<file path="config.mk">
export PLATFORM = sky130hd
export DESIGN_NAME = encoder_preset_scaling_unit
export DESIGN_NICKNAME = d
export VERILOG_FILES = /design/src/verilog/preset_scaling_pkg.sv /design/src/verilog/encoder_preset_scaling_unit.sv /design/src/verilog/position_scaler.sv
export SDC_FILE = /design/constraint.sdc
export NUM_CORES = 2
export LEC_CHECK = 0
export ABC_CLOCK_PERIOD_IN_PS = 108400
export BUFFER_PORTS_ARGS = -buffer_cell sky130_fd_sc_hd__buf_4
export CORE_MARGIN = 2
export CORE_UTILIZATION = 40
export CTS_CLUSTER_DIAMETER = 150
export DETAILED_ROUTE_END_ITERATION = 12
export REMOVE_ABC_BUFFERS = 1
export SLEW_MARGIN = 10
export SYNTH_ARGS = -nofsm -noshare
export SYNTH_HDL_FRONTEND = slang
export SYNTH_SLANG_ARGS = --single-unit
</file>
<file path="constraint.sdc">
create_clock -name clk -period 108.4 [get_ports clk]
set_input_delay 21.68 -clock clk [delete_from_list [all_inputs] [get_ports clk]]
set_output_delay 21.68 -clock clk [all_outputs]
set_load 0.05 [all_outputs]
</file>
<file path="src/verilog/preset_scaling_pkg.sv">
// Behaviour
// - Output position is read position plus home target value minus captured home position.
// - A homing command copies the current read position into the captured home position.
// - The position present at a homing command is from then on output as the home target.
// - The home target value is a 32-bit read-write value, reset to 0, holding 0 to 67108864.
// - The captured home position is read-only, resets to 0 and is cleared only by a restore.
// - Configuration bit 0 clear selects the hardware resolution, set the programmed ones.
// - Scaled position is position times programmed over hardware counts per turn, mod total.
// - Configuration bit 1 at 0 counts up clockwise, at 1 counts up counter-clockwise.
// - Status bit 0 mirrors the scaling enable and status bit 1 mirrors the direction setting.
// - The command register is 16-bit read-write, acts at once and has an unused low byte.
// - Homing is triggered only by a rising edge of command bit 11.
// - A rising edge of command bit 10 restores every parameter to its factory default.
package preset_scaling_pkg;

  // ******************************************************************
  // Register word indices (one 16-bit holding register each)
  // ******************************************************************
  localparam logic [7:0] IDX_CPR_HI = 8'h00;
  localparam logic [7:0] IDX_CPR_LO = 8'h01;
  localparam logic [7:0] IDX_TOTAL_HI = 8'h02;
  localparam logic [7:0] IDX_TOTAL_LO = 8'h03;
  localparam logic [7:0] IDX_HOME_TARGET_HI = 8'h04;
  localparam logic [7:0] IDX_HOME_TARGET_LO = 8'h05;
  localparam logic [7:0] IDX_CAPTURED_HI = 8'h06;
  localparam logic [7:0] IDX_CAPTURED_LO = 8'h07;
  localparam logic [7:0] IDX_CONFIG = 8'h08;
  localparam logic [7:0] IDX_COMMAND = 8'h09;
  localparam logic [7:0] IDX_STATUS = 8'h0A;

  // ******************************************************************
  // Field positions
  // ******************************************************************
  localparam int BIT_SCALE_EN = 0;
  localparam int BIT_DIR_CCW = 1;
  localparam int BIT_LOAD_DEFAULTS = 10;
  localparam int BIT_HOME = 11;
  localparam logic [15:0] CONFIG_MASK = 16'h0003;
  localparam logic [15:0] COMMAND_MASK = 16'hFF00;

  // ******************************************************************
  // Resolutions and defaults
  // ******************************************************************
  localparam int HW_CPR_BITS = 12;
  localparam int HW_TOTAL_BITS = 26;
  localparam logic [31:0] HW_TOTAL = 32'h0400_0000;
  localparam logic [31:0] DEFAULT_CPR = 32'h0000_1000;
  localparam logic [31:0] DEFAULT_TOTAL = 32'h0400_0000;
  localparam logic [31:0] DEFAULT_HOME_TARGET = 32'h0000_0000;
  localparam logic [31:0] DEFAULT_CAPTURED = 32'h0000_0000;
  localparam logic [15:0] DEFAULT_CONFIG = 16'h0000;
  localparam logic [15:0] DEFAULT_COMMAND = 16'h0000;

  typedef struct packed {
    logic wr_en;
    logic [7:0] addr;
    logic [15:0] data;
  } reg_write_t;

  typedef struct packed {
    logic scale_en;
    logic dir_ccw;
  } count_mode_t;

endpackage : preset_scaling_pkg

</file>
<file path="src/verilog/encoder_preset_scaling_unit.sv">
`timescale 1ns/1ns
module encoder_preset_scaling_unit (
  // Clock and reset
  input wire logic clk,
  input wire logic rst,
  // Holding register port
  input wire preset_scaling_pkg::reg_write_t reg_write,
  input wire logic [7:0] reg_rd_addr,
  output logic [15:0] reg_rd_data,
  // Position path
  input wire logic [25:0] raw_position,
  output logic [31:0] position_out,
  output logic [15:0] status_word
);

  logic [31:0] cpr;
  logic [31:0] total;
  logic [31:0] home_target_value;
  logic [31:0] captured_home_position;
  logic [15:0] counting_configuration;
  logic [15:0] command_register;
  logic [15:0] next_command;
  logic [31:0] read_position;
  logic home_edge;
  logic defaults_edge;
  preset_scaling_pkg::count_mode_t mode;

  // ******************************************************************
  // Command decode
  // ******************************************************************
  always_comb begin
    next_command = command_register;
    if (reg_write.wr_en && reg_write.addr == preset_scaling_pkg::IDX_COMMAND) begin
      next_command = reg_write.data & preset_scaling_pkg::COMMAND_MASK;
    end
    home_edge = next_command[preset_scaling_pkg::BIT_HOME] &&
      !command_register[preset_scaling_pkg::BIT_HOME];
    defaults_edge = next_command[preset_scaling_pkg::BIT_LOAD_DEFAULTS] &&
      !command_register[preset_scaling_pkg::BIT_LOAD_DEFAULTS];
    mode.scale_en = counting_configuration[preset_scaling_pkg::BIT_SCALE_EN];
    mode.dir_ccw = counting_configuration[preset_scaling_pkg::BIT_DIR_CCW];
  end

  always_ff @(posedge clk) begin
    if (rst) begin
      command_register <= preset_scaling_pkg::DEFAULT_COMMAND;
    end else begin
      command_register <= next_command;
    end
  end

  // ******************************************************************
  // Parameter registers
  // ******************************************************************
  // A defaults restore takes priority over a data write in the same cycle, since
  // the restore is meant to overwrite everything set before it.
  always_ff @(posedge clk) begin
    if (rst || defaults_edge) begin
      cpr <= preset_scaling_pkg::DEFAULT_CPR;
      total <= preset_scaling_pkg::DEFAULT_TOTAL;
      home_target_value <= preset_scaling_pkg::DEFAULT_HOME_TARGET;
      counting_configuration <= preset_scaling_pkg::DEFAULT_CONFIG;
    end else if (reg_write.wr_en) begin
      case (reg_write.addr)
        preset_scaling_pkg::IDX_CPR_HI: cpr[31:16] <= reg_write.data;
        preset_scaling_pkg::IDX_CPR_LO: cpr[15:0] <= reg_write.data;
        preset_scaling_pkg::IDX_TOTAL_HI: total[31:16] <= reg_write.data;
        preset_scaling_pkg::IDX_TOTAL_LO: total[15:0] <= reg_write.data;
        preset_scaling_pkg::IDX_HOME_TARGET_HI: home_target_value[31:16] <= reg_write.data;
        preset_scaling_pkg::IDX_HOME_TARGET_LO: home_target_value[15:0] <= reg_write.data;
        preset_scaling_pkg::IDX_CONFIG: begin
          counting_configuration <= reg_write.data & preset_scaling_pkg::CONFIG_MASK;
        end
        default: begin
        end
      endcase
    end
  end

  // The captured position has no write path at all, so a master write to its
  // indices is silently dropped.
  always_ff @(posedge clk) begin
    if (rst || defaults_edge) begin
      captured_home_position <= preset_scaling_pkg::DEFAULT_CAPTURED;
    end else if (home_edge) begin
      captured_home_position <= read_position;
    end
  end

  // ******************************************************************
  // Position path
  // ******************************************************************
  position_scaler scaler (
    .clk(clk),
    .rst(rst),
    .mode(mode),
    .cpr(cpr),
    .total(total),
    .raw_position(raw_position),
    .read_position(read_position)
  );

  // The homed cycle itself already shows the target value, because the home edge loads
  // home_target_value straight into position_out instead of the sum with the capture.
  always_ff @(posedge clk) begin
    if (rst) begin
      position_out <= 32'h0000_0000;
    end else if (home_edge) begin
      position_out <= home_target_value;
    end else begin
      position_out <= read_position + home_target_value - captured_home_position;
    end
  end

  always_ff @(posedge clk) begin
    if (rst) begin
      status_word <= 16'h0000;
    end else begin
      status_word <= 16'(counting_configuration & preset_scaling_pkg::CONFIG_MASK);
    end
  end

  // ******************************************************************
  // Read path
  // ******************************************************************
  always_ff @(posedge clk) begin
    if (rst) begin
      reg_rd_data <= 16'h0000;
    end else begin
      case (reg_rd_addr)
        preset_scaling_pkg::IDX_CPR_HI: reg_rd_data <= cpr[31:16];
        preset_scaling_pkg::IDX_CPR_LO: reg_rd_data <= cpr[15:0];
        preset_scaling_pkg::IDX_TOTAL_HI: reg_rd_data <= total[31:16];
        preset_scaling_pkg::IDX_TOTAL_LO: reg_rd_data <= total[15:0];
        preset_scaling_pkg::IDX_HOME_TARGET_HI: reg_rd_data <= home_target_value[31:16];
        preset_scaling_pkg::IDX_HOME_TARGET_LO: reg_rd_data <= home_target_value[15:0];
        preset_scaling_pkg::IDX_CAPTURED_HI: reg_rd_data <= captured_home_position[31:16];
        preset_scaling_pkg::IDX_CAPTURED_LO: reg_rd_data <= captured_home_position[15:0];
        preset_scaling_pkg::IDX_CONFIG: reg_rd_data <= counting_configuration;
        preset_scaling_pkg::IDX_COMMAND: reg_rd_data <= command_register;
        preset_scaling_pkg::IDX_STATUS: reg_rd_data <= status_word;
        default: reg_rd_data <= 16'h0000;
      endcase
    end
  end

endmodule : encoder_preset_scaling_unit

</file>
<file path="src/verilog/position_scaler.sv">
`timescale 1ns/1ns
module position_scaler (
  // Clock and reset
  input wire logic clk,
  input wire logic rst,
  // Settings
  input wire preset_scaling_pkg::count_mode_t mode,
  input wire logic [31:0] cpr,
  input wire logic [31:0] total,
  // Sensor position and result
  input wire logic [25:0] raw_position,
  output logic [31:0] read_position
);

  logic [25:0] directed;
  logic [57:0] product;
  logic [31:0] scaled;

  // Mirroring the count modulo the hardware range turns a clockwise sensor into a
  // counter-clockwise one without a discontinuity other than the natural wrap.
  always_comb begin
    directed = mode.dir_ccw ? 26'(-raw_position) : raw_position;
    product = 58'(directed) * 58'(cpr);
    scaled = 32'(product >> preset_scaling_pkg::HW_CPR_BITS);
  end

  // The remainder keeps the scaled count inside the programmed range; a zero range is
  // never legal, so it falls back to the unbounded value instead of dividing by zero.
  always_ff @(posedge clk) begin
    if (rst) begin
      read_position <= 32'h0000_0000;
    end else if (!mode.scale_en) begin
      read_position <= 32'(directed);
    end else if (total != 32'h0000_0000) begin
      read_position <= scaled % total;
    end else begin
      read_position <= scaled;
    end
  end

endmodule : position_scaler

</file>
==> metrics <==
post-synth top area share 21.03%; Synth top cells by count 1161 x nand2_1, 1013 x inv_1, 691 x ha_1; YS warnings 0; largest net degree at the start of global routing 90; power density over cell area 20.72 nW/µm²; Cell Area, Synth 62940 µm²; FF-to-FF Start counting_configuration[1]; GRT Total Usage 30.38%; CP arrival 104.10 ns; initial core utilization 40.29%; met2 usage 49.12%; CTS tree yes; via count 61500; Seq/Total Area, Yosys 6.998%; Post-synth EDFFs 0; initial antenna violation count 7; Ports 125; Clock Root Buffer clkbuf_16; met3 GRT Util 3.796%; Worst-Skew Late Latency 0.53 ns; total CTS buffers 22; sw frac 56.94%; max-slew violations 0; status complete, no violations; Syn-to-layout area delta 10.48%; Worst EP required 108.59 ns; post-DP HPWL 201800 µm; DR WL/cell 23.81 µm; reg2reg setup slack 25.54 ns; most frequent CP cell ha_1; total length of routed wires 250700 µm; Peak VDD IR 0.05176 mV; TNS Setup 0 ns; GPL Wtd Cong 1.017; first-pass GRT wire length 377500 µm; vias in the first global route 60057; clk buf depth 3; DRT Pass-1 Iters 9; # setup viols final 0; count leader, synth nand2_1; worst min path class flop to flop; hold_sp command_register[14]; Startpoint Class input port; core area 156200 µm²; row cnt 145; Post-Synthesis Cells 8318; endpoint class of the critical path flop; setup ws final 4.487 ns; worst r2r path cells 360; die width 400.7 µm; CP Class input port to flop; P_int 620.3 µW; Yosys top cell by area fa_1; clock power share 5.8%; asr flop ratio synth 0%; NumNets Final 9864; maximum clock rate 9.623 MHz; Fin Clk Skew 0.01693 ns; layout filler cell count 15744; Post-DRT Antenna Nets 0; worst slew pin tran 1.330 ns; die area 160500 µm²; Cell variety after synth 93; Final min period 103.91 ns; Worst-path clk slew 0.07 ns; top cells by area, synth fa_1 21%, ha_1 14%, dfxtp_1 7.0%, nand2_1 6.9%, inv_1 6.0%; slew margin rel. 10.40%; Crit-path slowest cell fa_1; DP Worst Slack -1.487 ns; Hold Path Stages 2; I/O Buffers 110; Hold Slack 0.4550 ns; GRT busiest layer met2; critical-path maximum fanout 32; slowest stage delay, CP 0.55 ns; layout cells sized above 1 9.850%; Final period util 95.86%; Initial DRC Count 5717; met1 Usage GRT 41.81%; Final Hold Viols 0; DR vias/cell 5.841; Post-route DRC 0; Sw Pwr 820.2 µW; RR Endpoint scaler.read_position[5]; Die Ht 400.7 µm; part of the power in registers 5.9%; total grt overflow 0; Max Cap Viol 0; Mapped Avg Cell Area 7.566 µm²; CTS Hold Buffers Added 0; H-tree Lvls 1; Gate power share 88.3%; Seq cells post-synth 220; ys flop type dfxtp_1; CTS sink count 220; Total Power 1.441 mW; Hold EP command_register[14]; Leak Pwr 32.21 nW
## power by group through the flow
stage               registers (mW)  clock network [mW]  logic, mW
global route                0.0846              0.0870       1.37
finish                      0.0845              0.0834       1.27
CTS                         0.0845              0.0840       1.18
floorplan                   0.0918                   0      0.825
detailed placement          0.0863                   0       1.17
global placement            0.0862                   0       1.18
## placed cells by master, fill, tap and decap left out, types with 30 or more instances in the layout
cell type	count
a21o_1	182
o31ai_1	44
mux2_2	64
xor2_1	145
mux2i_1	55
nor2b_1	176
xnor2_1	260
ha_1	689
nor2_1	613
inv_1	1013
mux4_2	30
o211ai_1	61
o21ai_0	268
o21ai_1	30
fa_1	661
nand2b_1	62
buf_4	443
o21bai_1	43
dfxtp_1	220
nor3_1	190
a211oi_1	41
nand3_1	125
a31oi_1	74
nand4_1	47
or2_2	42
and2_1	297
or3_1	63
and3_1	52
a21oi_1	579
o21a_1	170
nand2_1	1160
## kinds of logic after synthesis
family                   Yosys count  synth area share (%)
AND/OR/NAND/NOR                 2926                 21.57
AO/OA/AOI/OAI                   1859                 19.16
buffers and inverters           1378                 8.314
adder cells (fa/ha/maj)         1352                 34.76
XOR/XNOR                         432                 6.077
flip-flops                       220                 6.998
multiplexers                     150                 3.109
other                              1              0.005958
## cell type report
class                   count  area (µm²)  share of cell area (%)
inverters                1013        3802                   5.469
clock inverters            10       127.6                  0.1835
diodes                      4       10.01                 0.01440
well taps                2058        2575                   3.703
flip-flops and latches    220        4404                   6.334
clock buffers              30       641.9                  0.9231
multi-input cells        6734       54430                   78.27
repair buffers            460        3545                   5.098
## per-stage QoR
stage	cell area (µm²)	utilization [%]	std cells
3_3_place_gp	67680	43.33	10458
2_1_floorplan	61560	-	7966
5_1_grt	69520	44.51	10525
6_report	69530	44.51	10529
3_5_place_dp	67680	43.33	10458
4_1_cts	68480	43.84	10498
## timing repair
action                     in CTS  in global routing
setup endpoints to repair      31                 32
buffers inserted                0                 24
gates resized for setup         8                180
gates cloned                    0                  3
pin swaps                       1                 23
## worst max-delay path: cells and delay by family
family,cells,cell delay (ns)
AOI/OAI and AO/OA,216,47.38
buffers and inverters,36,6.22
xor gates and xnor gates,2,0.51
muxes,9,3.03
and+or+nand+nor,59,11.49
adders and majority gates,40,13.63
## flip-flops by register name, indices dropped and copies added, names as in the netlist
| register | cells |
|---|---|
| captured_home_position | 32 |
| command_register | 8 |
| counting_configuration | 2 |
| cpr | 32 |
| home_target_value | 32 |
| position_out | 32 |
| reg_rd_data | 16 |
| scaler.read_position | 32 |
| status_word | 2 |
| total | 32 |
## per-layer routing
layer  share of wire, %  wire, µm
met5              0.021        53
met2                 45    113900
met3                7.3     18230
met4                4.0     10030
met1                 43    108500
## how the worst max path moves through the flow
stage,slack [ns],to,cells after the start,startpoint
6_report,4.49,scaler.read_position[5],362,raw_position[6]
5_1_grt,-0.50,scaler.read_position[5],370,raw_position[1]
4_1_cts,0.08,scaler.read_position[22],367,raw_position[6]
3_5_place_dp,-1.49,scaler.read_position[22],368,raw_position[6]
3_3_place_gp,-0.12,scaler.read_position[22],368,raw_position[6]
2_1_floorplan,-4.44,scaler.read_position[15],347,raw_position[0]
No activity file was read; power rests on OpenSTA's default activity.
